**src/asc_regs.svh**
```systemverilog
// Timing constants for the asynchronous static memory controller.
// Summary of operation
// [RULE1] Memory has 32768 byte locations, fifteen-bit address, one shared byte lane.
// [RULE2] A write happens only while write enable and chip select are both low.
// [RULE3] Controller sets the address before a write and holds it throughout; the code sets it on the edge that select and write enable fall.
// [RULE4] Memory captures data at the rising edge ending the write overlap.
// [RULE5] Output enable high floats the memory data pins.
// [RULE6] Select low, write high, output enable low makes the memory drive data.
// [RULE7] Deselected memory ignores strobes and floats its data pins.
// [RULE8] Write enable falling with or before select keeps memory outputs off.
// [RULE9] Memory floats pins within 20 or 25 ns after write enable falls.
// [RULE10] Memory drives no sooner than 5 ns after write enable rises.
// [RULE11] Read data valid within 55 or 70 ns after select falls.
// [RULE12] Read data valid within 30 or 35 ns after output enable falls.
// [RULE13] Old data stays valid at least 10 ns after address change.
// [RULE14] Memory floats within 20 or 25 ns after select rises.
// [RULE15] Memory floats within 20 or 25 ns after output enable rises.
// [RULE16] Controller holds address at least 50 or 65 ns before write enable rises.
// [RULE17] Controller holds select low at least 50 or 65 ns before write end.
// [RULE18] Controller raises select no later than supply begins to fall.
// [RULE19] After power-down, select stays high one read cycle period first.
// [RULE20] Controller stops driving data whenever the memory may drive it.
`ifndef ASC_REGS_SVH
`define ASC_REGS_SVH
`define ASC_CLK_PERIOD_NS 25
`define ASC_READ_CYCLE_NS 70
`define ASC_ACCESS_SEL_NS 70
`define ASC_ACCESS_OE_NS 35
`define ASC_DISABLE_NS 25
`define ASC_WRITE_SETUP_NS 65
`define ASC_DATA_SETUP_NS 30
`define ASC_CYC_UP(ns) (((ns) + `ASC_CLK_PERIOD_NS - 1) / `ASC_CLK_PERIOD_NS)
`define ASC_READ_CYCLES `ASC_CYC_UP(`ASC_ACCESS_SEL_NS)
`define ASC_WRITE_CYCLES `ASC_CYC_UP(`ASC_WRITE_SETUP_NS)
`define ASC_FLOAT_CYCLES `ASC_CYC_UP(`ASC_DISABLE_NS)
`define ASC_RECOVER_CYCLES `ASC_CYC_UP(`ASC_READ_CYCLE_NS)
`endif

```
**src/asc_pkg.sv**
```systemverilog
// Types shared by the static memory controller.
package asc_pkg;
    typedef struct packed {
        logic write;
        logic [14:0] addr;
        logic [7:0] wdata;
    } asc_req_type;
    typedef enum logic [2:0] {ASC_IDLE, ASC_READ, ASC_WRITE, ASC_FLOAT, ASC_POWER,
        ASC_RECOVER} asc_state_type;
endpackage : asc_pkg

```
**src/asc_ctrl.sv**
```systemverilog
// Controller that drives an asynchronous 32768 x 8 static memory through its pins.
`timescale 1ns/1ps
`include "asc_regs.svh"
module asc_ctrl #(
    // Access lengths in clock cycles.
    parameter logic [3:0] READ_CYC = 4'(`ASC_READ_CYCLES),
    parameter logic [3:0] WRITE_CYC = 4'(`ASC_WRITE_CYCLES),
    // Bus turnaround and power-down recovery in clock cycles.
    parameter logic [3:0] FLOAT_CYC = 4'(`ASC_FLOAT_CYCLES),
    parameter logic [3:0] RECOVER_CYC = 4'(`ASC_RECOVER_CYCLES)
) (
    // Clock and reset.
    input wire logic SYS_CLK,
    input wire logic RST_B,
    // User request side.
    input wire logic REQ_VALID,
    input asc_pkg::asc_req_type REQ,
    output logic REQ_READY,
    output logic [7:0] RD_DATA,
    output logic RD_VALID,
    // Power-down control.
    input wire logic PWR_DOWN,
    // Memory pins.
    output logic [14:0] MEM_ADDR,
    output logic MEM_SEL_B,
    output logic MEM_WE_B,
    output logic MEM_OE_B,
    input wire logic [7:0] MEM_DQ_IN,
    output logic [7:0] MEM_DQ_OUT,
    output logic MEM_DQ_OE_B
);
    import asc_pkg::*;
    // A count of zero would wrap the down-counter, so it is treated as one cycle.
    localparam logic [3:0] WRITE_LEN = (WRITE_CYC == 4'h0) ? 4'h1 : WRITE_CYC;
    localparam logic [3:0] FLOAT_LEN = (FLOAT_CYC == 4'h0) ? 4'h1 : FLOAT_CYC;
    localparam logic [3:0] RECOVER_LEN = (RECOVER_CYC == 4'h0) ? 4'h1 : RECOVER_CYC;

    // Sequencer state.
    asc_state_type state_reg, state_next;
    logic [3:0] cnt_reg, cnt_next;

    // Registered memory pins.
    logic [14:0] addr_reg, addr_next;
    logic [7:0] wdata_reg, wdata_next;
    logic sel_b_reg, sel_b_next;
    logic we_b_reg, we_b_next;
    logic oe_b_reg, oe_b_next;
    logic dq_oe_b_reg, dq_oe_b_next;

    // Answer to the user side.
    logic ready_reg, ready_next;
    logic [7:0] rdata_reg, rdata_next;
    logic rvalid_reg, rvalid_next;

    // Synchronisers for the pin inputs.
    logic [7:0] dq_s1_reg, dq_s1_next, dq_s2_reg, dq_s2_next;
    logic pd_s1_reg, pd_s1_next, pd_s2_reg, pd_s2_next;

    // Pin inputs pass two flip-flops before use.
    // The data lane is only read late in a read, after it has settled.
    always_comb begin
        dq_s1_next = MEM_DQ_IN;
        dq_s2_next = dq_s1_reg;
        pd_s1_next = PWR_DOWN;
        pd_s2_next = pd_s1_reg;
    end

    always_ff @(posedge SYS_CLK or negedge RST_B) begin
        if (!RST_B) begin
            dq_s1_reg <= 8'h00;
            dq_s2_reg <= 8'h00;
            pd_s1_reg <= 1'b0;
            pd_s2_reg <= 1'b0;
        end else begin
            dq_s1_reg <= dq_s1_next;
            dq_s2_reg <= dq_s2_next;
            pd_s1_reg <= pd_s1_next;
            pd_s2_reg <= pd_s2_next;
        end
    end

    // Sequencer: one access at a time, strobes change only on clock edges.
    always_comb begin
        state_next = state_reg;
        cnt_next = cnt_reg;
        addr_next = addr_reg;
        wdata_next = wdata_reg;
        sel_b_next = sel_b_reg;
        we_b_next = we_b_reg;
        oe_b_next = oe_b_reg;
        dq_oe_b_next = dq_oe_b_reg;
        ready_next = 1'b0;
        rdata_next = rdata_reg;
        rvalid_next = 1'b0;
        case (state_reg)
            ASC_IDLE: begin
                // A request seen with ready high is always honoured, or the requester
                // would believe it taken; power-down then follows that one access.
                if (REQ_VALID && ready_reg) begin
                    addr_next = REQ.addr; // [RULE3]
                    wdata_next = REQ.wdata;
                    sel_b_next = 1'b0;
                    if (REQ.write) begin
                        // Output enable stays high, so the memory never drives.
                        we_b_next = 1'b0; // [RULE20]
                        oe_b_next = 1'b1;
                        dq_oe_b_next = 1'b0;
                        cnt_next = WRITE_LEN;
                        state_next = ASC_WRITE;
                    end else begin
                        we_b_next = 1'b1;
                        oe_b_next = 1'b0;
                        dq_oe_b_next = 1'b1; // [RULE20]
                        cnt_next = READ_CYC + 4'h2;
                        state_next = ASC_READ;
                    end
                end else if (pd_s2_reg) begin
                    // PWR_DOWN must lead the supply fall by the synchroniser and one access.
                    sel_b_next = 1'b1; // [RULE18]
                    state_next = ASC_POWER;
                end else begin
                    ready_next = 1'b1;
                end
            end
            ASC_READ: begin
                // Two extra cycles cover the data synchroniser.
                if (cnt_reg == 4'h1) begin
                    rdata_next = dq_s2_reg; // [RULE11] [RULE12]
                    rvalid_next = 1'b1;
                    sel_b_next = 1'b1;
                    oe_b_next = 1'b1;
                    cnt_next = FLOAT_LEN;
                    state_next = ASC_FLOAT;
                end else begin
                    cnt_next = cnt_reg - 4'h1;
                end
            end
            ASC_WRITE: begin
                // Address and select held for the setup time before the ending edge.
                if (cnt_reg == 4'h1) begin
                    // Select rises with write enable, so both end the overlap on one edge.
                    we_b_next = 1'b1; // [RULE16] [RULE17]
                    sel_b_next = 1'b1;
                    cnt_next = 4'h1;
                    state_next = ASC_FLOAT;
                end else begin
                    cnt_next = cnt_reg - 4'h1;
                end
            end
            ASC_FLOAT: begin
                // Data held one cycle past the ending edge, or memory given time to float.
                dq_oe_b_next = 1'b1;
                if (cnt_reg == 4'h1) begin
                    state_next = ASC_IDLE;
                    // No new offer once power-down is pending, so it waits one access at most.
                    ready_next = !pd_s2_reg; // [RULE18]
                end else begin
                    cnt_next = cnt_reg - 4'h1;
                end
            end
            ASC_POWER: begin
                // Select stays high; the supply may be removed while here.
                sel_b_next = 1'b1;
                if (!pd_s2_reg) begin
                    cnt_next = RECOVER_LEN;
                    state_next = ASC_RECOVER;
                end
            end
            ASC_RECOVER: begin
                // Select is held high a full read cycle before the first new access.
                if (cnt_reg == 4'h1) begin
                    state_next = ASC_IDLE; // [RULE19]
                    ready_next = 1'b1;
                end else begin
                    cnt_next = cnt_reg - 4'h1;
                end
            end
            default: begin
                state_next = ASC_IDLE;
            end
        endcase
    end

    // Reset parks every strobe high, so the memory is deselected and the lane free.
    always_ff @(posedge SYS_CLK or negedge RST_B) begin
        if (!RST_B) begin
            state_reg <= ASC_IDLE;
            cnt_reg <= 4'h0;
            addr_reg <= 15'h0000;
            wdata_reg <= 8'h00;
            sel_b_reg <= 1'b1;
            we_b_reg <= 1'b1;
            oe_b_reg <= 1'b1;
            dq_oe_b_reg <= 1'b1;
            ready_reg <= 1'b0;
            rdata_reg <= 8'h00;
            rvalid_reg <= 1'b0;
        end else begin
            state_reg <= state_next;
            cnt_reg <= cnt_next;
            addr_reg <= addr_next;
            wdata_reg <= wdata_next;
            sel_b_reg <= sel_b_next;
            we_b_reg <= we_b_next;
            oe_b_reg <= oe_b_next;
            dq_oe_b_reg <= dq_oe_b_next;
            ready_reg <= ready_next;
            rdata_reg <= rdata_next;
            rvalid_reg <= rvalid_next;
        end
    end

    // Every pin and answer comes straight from a register, so no glitch reaches the memory.
    assign REQ_READY = ready_reg;
    assign RD_DATA = rdata_reg;
    assign RD_VALID = rvalid_reg;
    assign MEM_ADDR = addr_reg;
    assign MEM_SEL_B = sel_b_reg;
    assign MEM_WE_B = we_b_reg;
    assign MEM_OE_B = oe_b_reg;
    assign MEM_DQ_OUT = wdata_reg;
    assign MEM_DQ_OE_B = dq_oe_b_reg;
endmodule : asc_ctrl

```
**config.mk**
```make
export PLATFORM = sky130hd
export DESIGN_NAME = asc_ctrl
export DESIGN_NICKNAME = d
export VERILOG_FILES = /design/src/asc_pkg.sv /design/src/asc_ctrl.sv
export VERILOG_INCLUDE_DIRS = /design/src
export SDC_FILE = /design/constraint.sdc
export NUM_CORES = 1
export LEC_CHECK = 0
export CAP_MARGIN = 20
export CORE_MARGIN = 10
export CORE_UTILIZATION = 60
export CTS_BUF_LIST = sky130_fd_sc_hd__clkbuf_16
export CTS_CLUSTER_DIAMETER = 150
export DETAILED_ROUTE_END_ITERATION = 16
export DONT_BUFFER_PORTS = 1
export HOLD_SLACK_MARGIN = 0.06
export PLACE_DENSITY = 0.76
export SETUP_SLACK_MARGIN = 0.2
export SKIP_CTS_REPAIR_TIMING = 1
export SYNTH_ARGS = -nofsm -noshare
export SYNTH_HDL_FRONTEND = slang
export SYNTH_SLANG_ARGS = --single-unit
```
**constraint.sdc**
```tcl
create_clock -name SYS_CLK -period 4.1 [get_ports SYS_CLK]
set_input_delay 0.41 -clock SYS_CLK [delete_from_list [all_inputs] [get_ports SYS_CLK]]
set_output_delay 0.41 -clock SYS_CLK [all_outputs]
set_load 0.01 [all_outputs]
```
## Word level (Yosys, flattened, before mapping)

Index checks and enable logic that the tools add are counted.

- Input bits: 36
- Output and inout port bits: 37
- Word-level logic and storage cells: 78
- Bits in read-only memories: 0
- Flip-flop bits (word level): 62
- RAM bits: 0
- Latch bits: 0
- Memories kept: 0

- Add/sub/neg operators: 1
- Bitwise logic cells: 0
- Divide/modulo/power cells: 0
- Shift-type cells: 0
- $mul: 0
- Magnitude comparators: 0
- Reductions and logical operators: 18
- Muxes and demuxes: 30
- Eq/ne operators: 14

Operators by type and width:

| kind | number |
|---|---|
| $mux W3 | 6 |
| $mux W4 | 4 |
| $pmux W4 S4 | 1 |
| $mux W1 | 12 |
| $pmux W3 S4 | 1 |
| $ne A2 B2 Y1 const B | 5 |
| $reduce_and A3 Y1 | 3 |
| $reduce_and A4 Y1 | 2 |
| $eq A3 B2 Y1 const B | 2 |
| $eq A3 B3 Y1 const B | 2 |
| $pmux W1 S2 | 3 |
| $pmux W1 S3 | 2 |
| $reduce_and A2 Y1 | 3 |
| $reduce_bool A2 Y1 | 3 |
| $eq A4 B1 Y1 const B | 1 |
| $ne A2 B1 Y1 const B | 2 |
| $reduce_bool A4 Y1 | 1 |
| $reduce_or A2 Y1 | 2 |
| $sub A4 B1 Y4 const B | 1 |
| $eq A3 B1 Y1 const B | 1 |
| $logic_not A3 Y1 | 1 |
| $ne A3 B3 Y1 const B | 1 |
| $reduce_bool A3 Y1 | 1 |
| $mux W2 | 1 |
| other kinds (2) | 2 |

## Logic depth before layout (Yosys ltp)

- Depth after elaboration: 4
- Depth in mapped cells: 7

## Worst setup path before layout

No wires, ideal clock.

- Path kind: reg2reg
- From: register cnt_reg[1]
- To: register cnt_reg[2]
- Slack: 2.314 ns
- Data arrival time: 1.660 ns
- Library setup time: 0.126 ns
- Buffers on the path: 0
- Clock period less this slack: 1.786 ns
- Stages on the path, launching flop included: 7
- Path through: dfrtp_1 -> inv_1 -> ha_1 -> or4b_4 -> o2111ai_2 -> o32ai_1 -> a221o_1

- Word-level cells in the longest chain between the ends: 3
- Elaborated cells between the ends (all ways): 7

RTL lines:

| element | RTL line | source |
|---|---|---|
| from (decl) | asc_ctrl.sv:40 | `logic [3:0] cnt_reg, cnt_next;` |
| from (signal assigned) | asc_ctrl.sv:200 | `cnt_reg <= cnt_next;` |
| $sub A4 B1 Y4 / $eq A4 B1 Y1 (equally long branches) | - |  |
| $mux W4 (tied with other cells) | asc_ctrl.sv:153, asc_ctrl.sv:171 |  |
| $pmux W4 S4 / $reduce_and A4 Y1 (equally long branches) | - |  |

Parallel ways exist; a longest one is shown, timed or not. The select of a mux whose other input is x is not followed.
A chain may end at the register's enable or synchronous reset.

## Final worst setup path

- From: register cnt_reg[1]
- To: register rdata_reg[0], in the netlist RD_DATA[0]

- Word-level cells in the longest chain between the ends: 2

RTL lines:

| element | RTL line | source |
|---|---|---|
| $eq A4 B1 Y1 | asc_ctrl.sv:127 | `if (cnt_reg == 4'h1) begin` |
| $reduce_and A2 Y1 (no source line) | - |  |
| to (signal assigned) | asc_ctrl.sv:208 | `rdata_reg <= rdata_next;` |
| to (decl) | asc_ctrl.sv:52 | `logic [7:0] rdata_reg, rdata_next;` |

Every way passes these cells.

==> results.cfg <==
[floorplanning]
initial_core_util_pct = 61.9
pin_count = 73
die_y_microns = 84.3
die_x_microns = 84.3
coreArea_sq_um = 4000
fp.dieArea_sq_um = 7100
row_count = 23

[timing]
period_needed_ns = 2.41
setup_viol = 0
hold_viol = 0
rsz0062_at_grt = no
slew_headroom_pct = 32.7
worst_slew_pin_slew_ns = 1.01
maxClockFrequency_ghz = 0.415
final.setup.tns_ns = 0
period_share_pct = 58.7
drv_slew = 0
skew_ns = 0.00375

[route]
drcViolationCount = 0
via_per_inst = 6.02
vias = 1457
highest_layer = met4
wl_met2_microns = 2580
drt-wirelength-per-cell_microns = 20.9
met3_length_microns = 594
drt_iter0_drc = 104
ant_nets = 0
drt_wl_total_microns = 5050
drt_first_pass_iters = 4
wl_met1_microns = 1740

[finish]
drive_above_1_share_pct = 28.1
finalNetCount = 226
fillCellCount = 262
final_cell_mix = 58 x dfrtp_1, 31 x mux2_2, 12 x a21oi_1
final_common_cell = dfrtp_1
final_area_sq_um = 2840
multi_input_area_sq_um = 833
seq_area_sq_um = 1560
largest_reg_flops = 15
fin_cells = 242
syn2layout_area_growth_pct = 14.6
diodes = 0

[clocking]
cts_tree = yes
path_clk_slew_ns = 0.05
cts_sinks = 62
cts.htree.levels = 3
clockRootBuffer = clkbuf_16
numCtsBuffers = 9
clockBufferDepth = 2
clkLatencyLatePin_ns = 0.32

[setup_path]
required_ns = 4.30
start_kind = flip-flop
path_class = flip-flop to flip-flop
crit_path_max_fanout = 9
endpoint_kind = flip-flop
ff2ff_path_depth = 5
arrival_ns = 2.61

[logic_synthesis]
yosys.area_share.simple_pct = 7.32
synth_cell_types = 43
synth_area_leaders = dfrtp_1 59%, mux2_2 14%, dfstp_2 4.2%, a21oi_1 2.4%, nand2_1 1.5%
synth_xor_area_share_pct = 0
syn_area_per_cell_sq_um = 13.3
synth_ff_type = dfrtp_1
synth-compound-area-share_pct = 10.4
synth_edf_count = 0
yosys.area.top_type = dfrtp_1
synth_nets = 224
synth_fa_ha_area_share_pct = 1.41
async_flop_share_pct = 100
ys_seq_elements = 62
yosys_warnings = 0
synth_top_area_share_pct = 58.6
syn_inst = 186
synth_top_family_by_area = multiplexers
synth-seq-area-share_pct = 62.8
syn_area_sq_um = 2480
synth.area.mux_share_pct = 14.5

[job]
cap_violations = 0

[placed_design]
dp_hpwl_microns = 3480
dp.cells = 225
place_area_sq_um = 2470
numPortBuffers = 0
routabilityCongestion = 0.809

[global_route]
grt_first_pass_wirelength_microns = 8330
grt-ovfl-total = 0
grt_max_degree = 63
grtUsageTotal_pct = 14.7
first_global_vias = 1590
antenna_found_initial = 0

[status]
status = completed

[hold_path]
min_path_cells = 0
hp-class = input port to flip-flop

[pwr]
p_per_area_nw_per_um2 = 860
p_leak_nw = 1.30
ir_drop_mv = 0.511
[cells by family (layout without fill, tap and decap cells)]
group / count (synthesis) / count (layout)
DFF: 62 / 62
AOI/OAI and AO/OA: 37 / 37
and+or+nand+nor: 35 / 35
muxes: 32 / 32
buffers and inverters: 17 / 23
adders and majority gates: 3 / 3
[layout make-up]
class,count,share of cell area (%)
multi-input cells,107,29.3
clock buffers,9,7.93
inverters,6,0.793
repair buffers,2,1.32
well taps,50,2.20
clock inverters,6,3.61
flip-flops and latches,62,54.8
[report_power, final]
| part | total [mW] | internal, mW | switching (mW) |
|---|---|---|---|
| Sequential | 1.13 | 0.835 | 0.297 |
| Clock | 0.823 | 0.583 | 0.240 |
| Combinational | 0.487 | 0.266 | 0.221 |
[synth_stat cells, types with 2 or more instances]
cell,count
a21boi_0,2
inv_1,6
a21oi_1,12
buf_2,4
or2_2,2
clkbuf_1,3
mux2_2,31
o32ai_1,2
o21ai_0,5
o22a_1,2
dfstp_2,4
buf_6,2
nor2_1,10
dfrtp_1,58
nor3_1,3
a211oi_1,2
ha_1,2
and2_1,2
nand2_1,10
[metrics by stage]
| step | utilization, % | total power, mW | worst slack (ns) | hold WS, ns |
|---|---|---|---|---|
| after floorplan | - | 1.50 | 2.31 | 0.114 |
| after global placement | 61.9 | 1.59 | 1.81 | 0.117 |
| after detailed placement | 61.9 | 1.61 | 1.70 | 0.117 |
| after CTS | 70.1 | 2.46 | 1.65 | -0.220 |
| after global routing | 71.0 | 2.60 | 1.44 | 0.103 |
| final | 71.0 | 2.44 | 1.69 | 0.117 |
[layer usage]
layer	global-route usage, %	vias up
met5	0	-
met4	8.37	0
met3	8.60	12
met2	23.2	70
met1	14.9	714
li1	-	661
[critical path, stage by stage (launching register included)]
cell,delay (ns)
dfrtp_1,0.38
inv_1,0.08
ha_1,0.18
nor4bb_1,0.80
nand2_1,0.45
mux2_2,0.40
[final timing paths]
check / start / slack [ns] / end
setup / recovery: cnt_reg[1] / 1.69 / RD_DATA[0]
hold / removal: MEM_DQ_IN[7] / 0.12 / dq_s1_reg[7]
setup reg to reg: cnt_reg[1] / 1.69 / RD_DATA[0]
hold reg to reg: dq_s1_reg[2] / 0.35 / dq_s2_reg[2]
max in group asynchronous: RST_B / 3.18 / MEM_WE_B
min in group asynchronous: RST_B / 0.61 / cnt_reg[2]
(Power assumes the default switching activity.)
